### config.mk
export PLATFORM = sky130hd
export DESIGN_NAME = lna_gain_tgc_hpf_cfg_regs
export DESIGN_NICKNAME = d
export VERILOG_FILES = /design/src/hdl/lna_tgc_pkg.sv /design/src/hdl/lna_channel_gain_map.sv /design/src/hdl/tgc_hpf_decode.sv /design/src/hdl/lna_gain_tgc_hpf_cfg_regs.sv
export VERILOG_INCLUDE_DIRS = /design/src /design/src/hdl
export SDC_FILE = /design/constraint.sdc
export NUM_CORES = 1
export LEC_CHECK = 0
export ABC_AREA = 1
export BUFFER_PORTS_ARGS = -buffer_cell sky130_fd_sc_hd__buf_4
export CORE_MARGIN = 2
export CORE_UTILIZATION = 54
export CTS_BUF_LIST = sky130_fd_sc_hd__clkbuf_2
export CTS_CLUSTER_SIZE = 12
export DETAILED_ROUTE_END_ITERATION = 8
export HOLD_SLACK_MARGIN = 0.03
export PLACE_DENSITY = 0.82
export SYNTH_ARGS = -nofsm -noshare
export SYNTH_HDL_FRONTEND = slang
export SYNTH_SLANG_ARGS = --single-unit
### constraint.sdc
create_clock -name clk -period 2.65 [get_ports clk]
set_clock_uncertainty 0.05 [all_clocks]
set_input_delay 0.1325 -clock clk [delete_from_list [all_inputs] [get_ports clk]]
set_output_delay 0.1325 -clock clk [all_outputs]
set_load 0.005 [all_outputs]
### src/hdl/lna_tgc_defs.svh
// Purpose: Offsets, field positions, reset values and decode figures of the gain and time-gain registers.
// Assumes: Offsets are register indexes; the bus byte address is four times the index.
// Notes:   Definitions only.
`ifndef LNA_TGC_DEFS_SVH
`define LNA_TGC_DEFS_SVH

// ============================================================
// Register indexes
`define IDX_INDEP_GAIN      8'hC4
`define IDX_PAIR_GAIN       8'hC9
`define IDX_TGC_HPF         8'hCB
`define IDX_OFFSET_MODE     8'hF0

// ============================================================
// Field positions
`define BIT_INDEP_GAIN_EN   15
`define BIT_OFFSET_MODE     0
`define BIT_ATTEN_EN        7
`define ATTEN_MSB           6
`define ATTEN_LSB           4
`define HPF_MSB             3
`define HPF_LSB             2

// ============================================================
// Reset values
`define RST_PAIR_GAIN       16'h0000
`define RST_TGC_HPF         16'h0000

// ============================================================
// Decode figures
`define GAIN_DB_CODE0       5'h12
`define GAIN_DB_CODE1       5'h18
`define GAIN_DB_CODE2       5'h0C
`define ATTEN_STEP_DB       6'h06
`define ATTEN_MAX_DB        6'h2A
`define HPF_KHZ_CODE0       8'h64
`define HPF_KHZ_CODE1       8'h32
`define HPF_KHZ_CODE2       8'hC8
`define HPF_KHZ_CODE3       8'h96

// ============================================================
// Bus answers
`define RESP_OKAY           2'h0
`define RESP_DECODE_ERR     2'h3

`endif

### src/hdl/lna_tgc_pkg.sv
// Purpose: Types and decode functions shared by the gain and time-gain register bank.
// Assumes: Header of constants is on the include path.
// Notes:   Code 11 of a gain field and code 110 of the attenuation field have no defined meaning.
`include "lna_tgc_defs.svh"
package lna_tgc_pkg;

  // ============================================================
  // Types
  typedef enum logic [1:0] {
    BUS_IDLE = 2'b00,
    BUS_ACK  = 2'b01
  } bus_state_t;

  typedef logic [1:0] gain_code_t;

  // ============================================================
  // Decoders
  function automatic logic [4:0] gainDb(input gain_code_t code);
    unique case (code)
      2'b00:   gainDb = `GAIN_DB_CODE0;
      2'b01:   gainDb = `GAIN_DB_CODE1;
      2'b10:   gainDb = `GAIN_DB_CODE2;
      default: gainDb = `GAIN_DB_CODE0;
    endcase
  endfunction

  function automatic logic [5:0] attenDb(input logic [2:0] code);
    if (code == 3'b111) begin
      attenDb = `ATTEN_MAX_DB;
    end else begin
      attenDb = 6'(code * `ATTEN_STEP_DB);
    end
  endfunction

  function automatic logic [7:0] hpfKhz(input logic [1:0] code);
    unique case (code)
      2'b00: hpfKhz = `HPF_KHZ_CODE0;
      2'b01: hpfKhz = `HPF_KHZ_CODE1;
      2'b10: hpfKhz = `HPF_KHZ_CODE2;
      2'b11: hpfKhz = `HPF_KHZ_CODE3;
    endcase
  endfunction

endpackage : lna_tgc_pkg

### src/hdl/lna_channel_gain_map.sv
// Purpose: Turns pair gain fields into per-channel LNA gains.
// Assumes: gainWrite pulses for one cycle with the merged register value on gainValue.
// Notes:   Channel 1 is index 0; the even channel of each pair is the odd index.
module lna_channel_gain_map
  import lna_tgc_pkg::*;
#(
  parameter int NUM_PAIRS = 8
) (
  input  wire logic                     clk,
  input  wire logic                     reset,
  input  wire logic                     gainWrite,
  input  wire logic [2*NUM_PAIRS-1:0]   gainValue,
  input  wire logic                     offsetMode,
  input  wire logic                     indepEnable,
  output logic      [10*NUM_PAIRS-1:0]  chanGainDb_r,
  output logic                          indepActive_r
);

  gain_code_t chanCode_r [2*NUM_PAIRS];

  // ============================================================
  // Programming of channel codes
  always_ff @(posedge clk) begin
    if (reset) begin
      for (int c = 0; c < 2*NUM_PAIRS; c++) begin
        chanCode_r[c] <= 2'b00;
      end
    end else if (gainWrite) begin
      for (int p = 0; p < NUM_PAIRS; p++) begin
        chanCode_r[2*p+1] <= gainValue[2*p +: 2];
        if (!offsetMode) begin
          chanCode_r[2*p] <= gainValue[2*p +: 2];
        end
      end
    end
  end

  // ============================================================
  // Effective gain; without the enable every channel sits at the default 18 dB
  always_ff @(posedge clk) begin
    if (reset) begin
      indepActive_r <= 1'b0;
      for (int c = 0; c < 2*NUM_PAIRS; c++) begin
        chanGainDb_r[5*c +: 5] <= `GAIN_DB_CODE0;
      end
    end else begin
      indepActive_r <= indepEnable;
      for (int c = 0; c < 2*NUM_PAIRS; c++) begin
        chanGainDb_r[5*c +: 5] <= indepEnable ? gainDb(chanCode_r[c]) : `GAIN_DB_CODE0;
      end
    end
  end
endmodule : lna_channel_gain_map

### src/hdl/tgc_hpf_decode.sv
// Purpose: Decodes the time-gain attenuation and LNA high-pass corner fields.
// Assumes: cfg is the stored configuration register.
// Notes:   Code 110 of the attenuation field is flagged and still decodes to 36 dB.
module tgc_hpf_decode
  import lna_tgc_pkg::*;
(
  input  wire logic        clk,
  input  wire logic        reset,
  input  wire logic [15:0] cfg,
  output logic             attenEnable_r,
  output logic [5:0]       attenDb_r,
  output logic             attenCodeInvalid_r,
  output logic [7:0]       hpfCornerKhz_r
);

  logic [2:0] attenCode;
  assign attenCode = cfg[`ATTEN_MSB:`ATTEN_LSB];

  // ============================================================
  // Decode
  always_ff @(posedge clk) begin
    if (reset) begin
      attenEnable_r      <= 1'b0;
      attenDb_r          <= 6'h00;
      attenCodeInvalid_r <= 1'b0;
      hpfCornerKhz_r     <= `HPF_KHZ_CODE0;
    end else begin
      attenEnable_r      <= cfg[`BIT_ATTEN_EN];
      attenDb_r          <= cfg[`BIT_ATTEN_EN] ? attenDb(attenCode) : 6'h00;
      attenCodeInvalid_r <= cfg[`BIT_ATTEN_EN] && attenCode == 3'b110;
      hpfCornerKhz_r     <= hpfKhz(cfg[`HPF_MSB:`HPF_LSB]);
    end
  end
endmodule : tgc_hpf_decode

### src/hdl/lna_gain_tgc_hpf_cfg_regs.sv
// Purpose: Avalon-MM register bank for pair LNA gain, time-gain attenuation and LNA high-pass corner.
// Assumes: address is a word index; byte address is four times it.
// Notes:   Every access answers with waitrequest low in the cycle after it is seen.
// Notes on behaviour
// - A gain code 00 means 18 dB, 01 means 24 dB, 10 means 12 dB, and 11 must not be written.
// - Channel gains follow the pair fields only while the independent-gain enable is 1.
// - With offset addressing off, a pair field sets both channels of its pair.
// - With offset addressing on, a pair field sets only the even channel and leaves the odd one.
// - The gain register holds eight 2-bit pair fields, pair 1/2 at bits 1-0 up to pair 15/16 at bits 15-14.
// - The time-gain and high-pass register sits at index CBh.
// - Bit 7 of that register turns the digital attenuator on.
// - Bits 6-4 pick 0 to 30 dB in 6 dB steps, and code 111 gives 42 dB.
// - Bits 3-2 pick a high-pass corner of 100, 50, 200 or 150 kHz.
// - Every field of both registers reads back what was last written.
// - The pair gain register sits at index C9h.
//
// The Avalon-MM slave port was decided locally.
module lna_gain_tgc_hpf_cfg_regs
  import lna_tgc_pkg::*;
#(
  parameter int NUM_PAIRS = 8
) (
  input  wire logic                     clk,
  input  wire logic                     reset,
  input  wire logic [7:0]               address,
  input  wire logic                     read,
  input  wire logic                     write,
  input  wire logic [31:0]              writedata,
  input  wire logic [3:0]               byteenable,
  output logic      [31:0]              readdata,
  output logic                          waitrequest,
  output logic      [1:0]               response,
  output logic      [10*NUM_PAIRS-1:0]  chanGainDb,
  output logic                          indepGainActive,
  output logic                          attenEnable,
  output logic      [5:0]               attenDb,
  output logic                          attenCodeInvalid,
  output logic      [7:0]               hpfCornerKhz
);

  // ============================================================
  // Storage
  bus_state_t  state_r;
  bus_state_t  state_nxt;
  logic [15:0] pairGain_r;
  logic [15:0] tgcHpf_r;
  logic        indepEn_r;
  logic        offsetMode_r;
  logic [31:0] readdata_r;
  logic        waitrequest_r;
  logic [1:0]  response_r;
  logic        mapped;
  logic [31:0] readMux;
  logic        commit;
  logic        gainWrite;
  logic [15:0] gainMerged;

  function automatic logic [15:0] laneMerge(input logic [15:0] old, input logic [31:0] wd,
                                            input logic [3:0] be);
    laneMerge = {be[1] ? wd[15:8] : old[15:8], be[0] ? wd[7:0] : old[7:0]};
  endfunction

  // ============================================================
  // Address decode
  always_comb begin
    mapped  = 1'b1;
    readMux = 32'h0000_0000;
    unique case (address)
      `IDX_PAIR_GAIN:   readMux = {16'h0000, pairGain_r};
      `IDX_TGC_HPF:     readMux = {16'h0000, tgcHpf_r};
      `IDX_INDEP_GAIN:  readMux[`BIT_INDEP_GAIN_EN] = indepEn_r;
      `IDX_OFFSET_MODE: readMux[`BIT_OFFSET_MODE] = offsetMode_r;
      default:          mapped = 1'b0;
    endcase
  end

  // ============================================================
  // Bus handshake: request seen in IDLE, answered in ACK
  always_comb begin
    state_nxt = state_r;
    unique case (state_r)
      BUS_IDLE: if (read || write) begin
        state_nxt = BUS_ACK;
      end
      BUS_ACK:  state_nxt = BUS_IDLE;
      default:  state_nxt = BUS_IDLE;
    endcase
  end

  always_ff @(posedge clk) begin
    if (reset) begin
      state_r <= BUS_IDLE;
    end else begin
      state_r <= state_nxt;
    end
  end

  always_ff @(posedge clk) begin
    if (reset) begin
      waitrequest_r <= 1'b1;
      response_r    <= `RESP_OKAY;
      readdata_r    <= 32'h0000_0000;
    end else begin
      waitrequest_r <= !(state_r == BUS_IDLE && (read || write));
      if (state_r == BUS_IDLE && (read || write)) begin
        response_r <= mapped ? `RESP_OKAY : `RESP_DECODE_ERR;
        readdata_r <= read ? readMux : 32'h0000_0000;
      end
    end
  end

  assign readdata    = readdata_r;
  assign waitrequest = waitrequest_r;
  assign response    = response_r;

  // Writes land on the edge at which waitrequest is sampled low
  assign commit     = state_r == BUS_ACK && write;
  assign gainMerged = laneMerge(pairGain_r, writedata, byteenable);
  assign gainWrite  = commit && address == `IDX_PAIR_GAIN;

  // ============================================================
  // Register writes
  always_ff @(posedge clk) begin
    if (reset) begin
      pairGain_r <= `RST_PAIR_GAIN;
    end else if (gainWrite) begin
      pairGain_r <= gainMerged;
    end
  end

  // Reserved bits are stored as written; zeros there are software's duty
  always_ff @(posedge clk) begin
    if (reset) begin
      tgcHpf_r <= `RST_TGC_HPF;
    end else if (commit && address == `IDX_TGC_HPF) begin
      tgcHpf_r <= laneMerge(tgcHpf_r, writedata, byteenable);
    end
  end

  always_ff @(posedge clk) begin
    if (reset) begin
      indepEn_r    <= 1'b0;
      offsetMode_r <= 1'b0;
    end else if (commit) begin
      if (address == `IDX_INDEP_GAIN && byteenable[1]) begin
        indepEn_r <= writedata[`BIT_INDEP_GAIN_EN];
      end
      if (address == `IDX_OFFSET_MODE && byteenable[0]) begin
        offsetMode_r <= writedata[`BIT_OFFSET_MODE];
      end
    end
  end

  // ============================================================
  // Consumers
  lna_channel_gain_map #(
    .NUM_PAIRS (NUM_PAIRS)
  ) u_gain_map (
    .clk           (clk),
    .reset         (reset),
    .gainWrite     (gainWrite),
    .gainValue     (gainMerged[2*NUM_PAIRS-1:0]),
    .offsetMode    (offsetMode_r),
    .indepEnable   (indepEn_r),
    .chanGainDb_r  (chanGainDb),
    .indepActive_r (indepGainActive)
  );

  tgc_hpf_decode u_tgc_decode (
    .clk                (clk),
    .reset              (reset),
    .cfg                (tgcHpf_r),
    .attenEnable_r      (attenEnable),
    .attenDb_r          (attenDb),
    .attenCodeInvalid_r (attenCodeInvalid),
    .hpfCornerKhz_r     (hpfCornerKhz)
  );
endmodule : lna_gain_tgc_hpf_cfg_regs

==> flow_metrics.env <==
export IMPL_rows=40
export IMPL_utilization=0.696
export IMPL_synth_area_top_cells="dfxtp_1, edfxtp_1, ha_1"
export IMPL_avgSynthCellArea_um2=8.99
export IMPL_p_clk_frac=0.328
export IMPL_critical_path_class="in -> reg"
export IMPL_netSwitchingFraction=0.239
export IMPL_grt_pass1_vias=4677
export IMPL_hp_start="writedata[4]"
export IMPL_cts_htree_levels=4
export IMPL_grt_ovfl_total=0
export IMPL_synth_warnings=0
export IMPL_drive_above_1_share=0.212
export IMPL_die_width_um=114
export IMPL_clkSlewWorstSetupHoldPaths_ns=0.21
export IMPL_portBuffers=127
export IMPL_min_period_ns=2.57
export IMPL_fin_area_um2=8290
export IMPL_vdd_drop_max_v=0.000231
export IMPL_vias=5043
export IMPL_setup_violations=0
export IMPL_crit_start="address[0]"
export IMPL_slowest_delay_ns=0.63
export IMPL_grt_setup_unrepaired="false"
export IMPL_numCtsBuffers=17
export IMPL_place_inst=985
export IMPL_synthTopCellsByCount="dfxtp_1, nand2_1, inv_1"
export IMPL_r2r_cells=7
export IMPL_crit_path_frequent_cell="dlygate4sd3_1"
export IMPL_hpwl_um=9100
export IMPL_total_power_mw=4.21
export IMPL_antenna_found_initial=1
export IMPL_drc=0
export IMPL_start_util=0.550
export IMPL_first_pass_iters=6
export IMPL_grt_max_degree=33
export IMPL_synth_top_area_frac=0.400
export IMPL_cp_end_kind="flop"
export IMPL_wl_um=13600
export IMPL_clkSinkCount=163
export IMPL_die_area_um2=13000
export IMPL_hold_slack_ns=0.192
export IMPL_cp_arrival_ns=3.17
export IMPL_fin_ws_ns=0.0811
export IMPL_cts_buffer_depth=2
export IMPL_final_nets=1004
export IMPL_ios=180
export IMPL_fmax_mhz=389
export IMPL_areaGrowthSynthToFinish_pct=26.6
export IMPL_syn_area_um2=6550
export IMPL_p_leak_nw=3.93
export IMPL_maxCapViolations=0
export IMPL_min_path_type="in -> reg"
export IMPL_synthDistinctLibCells=32
export IMPL_synth_flop_cell="dfxtp_1"
export IMPL_layout_cells_non_filler=1076
export IMPL_die_y_um=114
export IMPL_grt_pass1_wl_um=21700
export IMPL_status="finished, final reports clean"
export IMPL_min_period_over_period=0.969
export IMPL_yosysMostFrequentCell="dfxtp_1"
export IMPL_placed_area_um2=7450
export IMPL_worst_path_dominant_cell_family="buffers and inverters"
export IMPL_cp_num_buf_inv=6
export IMPL_post_cts_buffers=0
export IMPL_crit_required_ns=3.25
export IMPL_ys_ff_latch=163
export IMPL_synth_area_leader_cell="dfxtp_1"
export IMPL_grt_use_total=0.211
export IMPL_ff2ff_setup_slack_ns=0.21
export IMPL_clockRootBuffer="clkbuf_2"
export IMPL_whs_endpoint="tgcHpf_r[4]"
export IMPL_rr_endpoint="tgcHpf_r[9]"
export IMPL_fin_tns_setup_ns=0
export IMPL_drt_initial_drc_count=548
export IMPL_synth_edf_count=32
export IMPL_worstSetupStartpointType="input pin"
export IMPL_synthCells=729
export IMPL_comb_power_share=0.061
export IMPL_internal_power_mw=3.20
export IMPL_path_max_fanout=4
export IMPL_p_per_area_nw_per_um2=507
export IMPL_r2r_start="state_r[0]"
export IMPL_vias_per_cell=4.69
export IMPL_wire_per_inst_um=12.6
export IMPL_path_cells="dlygate4sd3_1 -> buf_4 -> nor2_1 -> dlygate4sd3_1 -> nand2_1 -> dlygate4sd3_1 -> nor3_1 -> dlygate4sd3_1 -> nand2_1 -> nand2_1 -> inv_1 -> nor2_1"
export IMPL_hold_viol_final=0
export IMPL_drv_slew=0
export IMPL_p_sw_mw=1.01
export IMPL_ant_nets=0
export IMPL_slowest_stage="dlygate4sd3_1"
export IMPL_tritoncts="done"
export IMPL_core_area_um2=11900
export IMPL_gp_congestion=0.913
export IMPL_power_frac_seq=0.611
export IMPL_clk_latency_ns=0.72
export IMPL_async_reset_ff_frac=0
export IMPL_yosysSeqAreaShare=0.547
export IMPL_place_ws_ns=0.725
export IMPL_hold_depth=4
## cells in the final DEF, fill, tap and decap left out, drive strengths merged
master       Yosys  final
buf             50    132
nand2          132    132
dfxtp          131    131
inv            117    120
nor2           118    118
dlygate4sd3      0     58
o21ai           50     50
ha              40     40
conb             1     34
nand3           32     32
edfxtp          32     32
clkbuf           6     19
a21oi           10     10
clkinv           2      6
clkinvlp         0      3
bufinv           0      3
nor3             2      2
diode            0      1
nand4            1      1
nand3b           1      1
xor2             1      1
o21bai           1      1
o21a             1      1
fa               1      1
## power by group through the flow
| stage | sequential, mW | combinational, mW | clock, mW |
|---|---|---|---|
| floorplan | 2.62 | 0.159 | 0 |
| global placement | 2.62 | 0.197 | 0 |
| detailed placement | 2.62 | 0.202 | 0 |
| CTS | 2.57 | 0.250 | 1.40 |
| global route | 2.58 | 0.283 | 1.49 |
| finish | 2.57 | 0.256 | 1.38 |
## cell type report
cell class | count | area (um2)
Inverter | 119 | 457
Fill cell | 879 | 3620
Timing Repair Buffer | 190 | 1570
Sequential cell | 163 | 3580
Tap cell | 147 | 184
Antenna cell | 1 | 2.50
Multi-Input combinational cell | 424 | 2240
Clock buffer | 19 | 95.1
Clock inverter | 13 | 156
## worst max-delay path by stage
stage	end	slack (ns)	cells past startpoint
global route	offsetMode_r	0.04	12
global placement	u_gain_map.chanCode_r[1][8]	0.74	7
CTS	offsetMode_r	0.22	12
finish	offsetMode_r	0.08	12
detailed placement	u_gain_map.chanCode_r[1][12]	0.73	7
floorplan	u_gain_map.chanCode_r[0][0]	0.58	7
## logic make-up (layout without fill, tap and decap cells)
| family | after synthesis | count (layout) | synth area share |
|---|---|---|---|
| adder cells (fa/ha/maj) | 41 | 41 | 0.0794 |
| AND/OR/NAND/NOR | 286 | 286 | 0.192 |
| buffers and inverters | 175 | 341 | 0.130 |
| other | 1 | 35 | 0.000572 |
| flip-flops | 163 | 163 | 0.547 |
| XOR/XNOR | 1 | 1 | 0.00134 |
| AO/OA/AOI/OAI | 62 | 62 | 0.0504 |
## registers in the layout, summed over array words and instances (netlist names)
name and count:
u_tgc_decode.attenDb_r 5, u_gain_map.chanCode_r 32, indepEn_r 1, u_gain_map.chanGainDb_r 64, offsetMode_r 1, response 1, waitrequest 1, u_tgc_decode.attenCodeInvalid_r 1
u_gain_map.indepActive_r 1, pairGain_r 16, u_tgc_decode.attenEnable_r 1, state_r 1, tgcHpf_r 16, u_tgc_decode.hpfCornerKhz_r 6, readdata 16
## tightest hold or removal path: cells and delay by family
| family | cells | cell delay [ns] |
|---|---|---|
| AO/OA/AOI/OAI | 1 | 0.06 |
| buffers and inverters | 2 | 0.64 |
| AND/OR/NAND/NOR | 1 | 0.09 |
## repair_timing
item                       4_1_cts  5_1_grt
hold buffers                    58        0
hold endpoints to repair       107        0
resized for setup                0        1
setup endpoints to repair        0        1
## metal layers
layer / track usage / up-vias / share of wire
met5: 0 / - / 0
met4: 0.0642 / 0 / 0.018
met3: 0.0603 / 27 / 0.062
met2: 0.356 / 223 / 0.48
met1: 0.262 / 2269 / 0.44
li1: - / 2524 / -
Power figures use the tool's default switching activity.
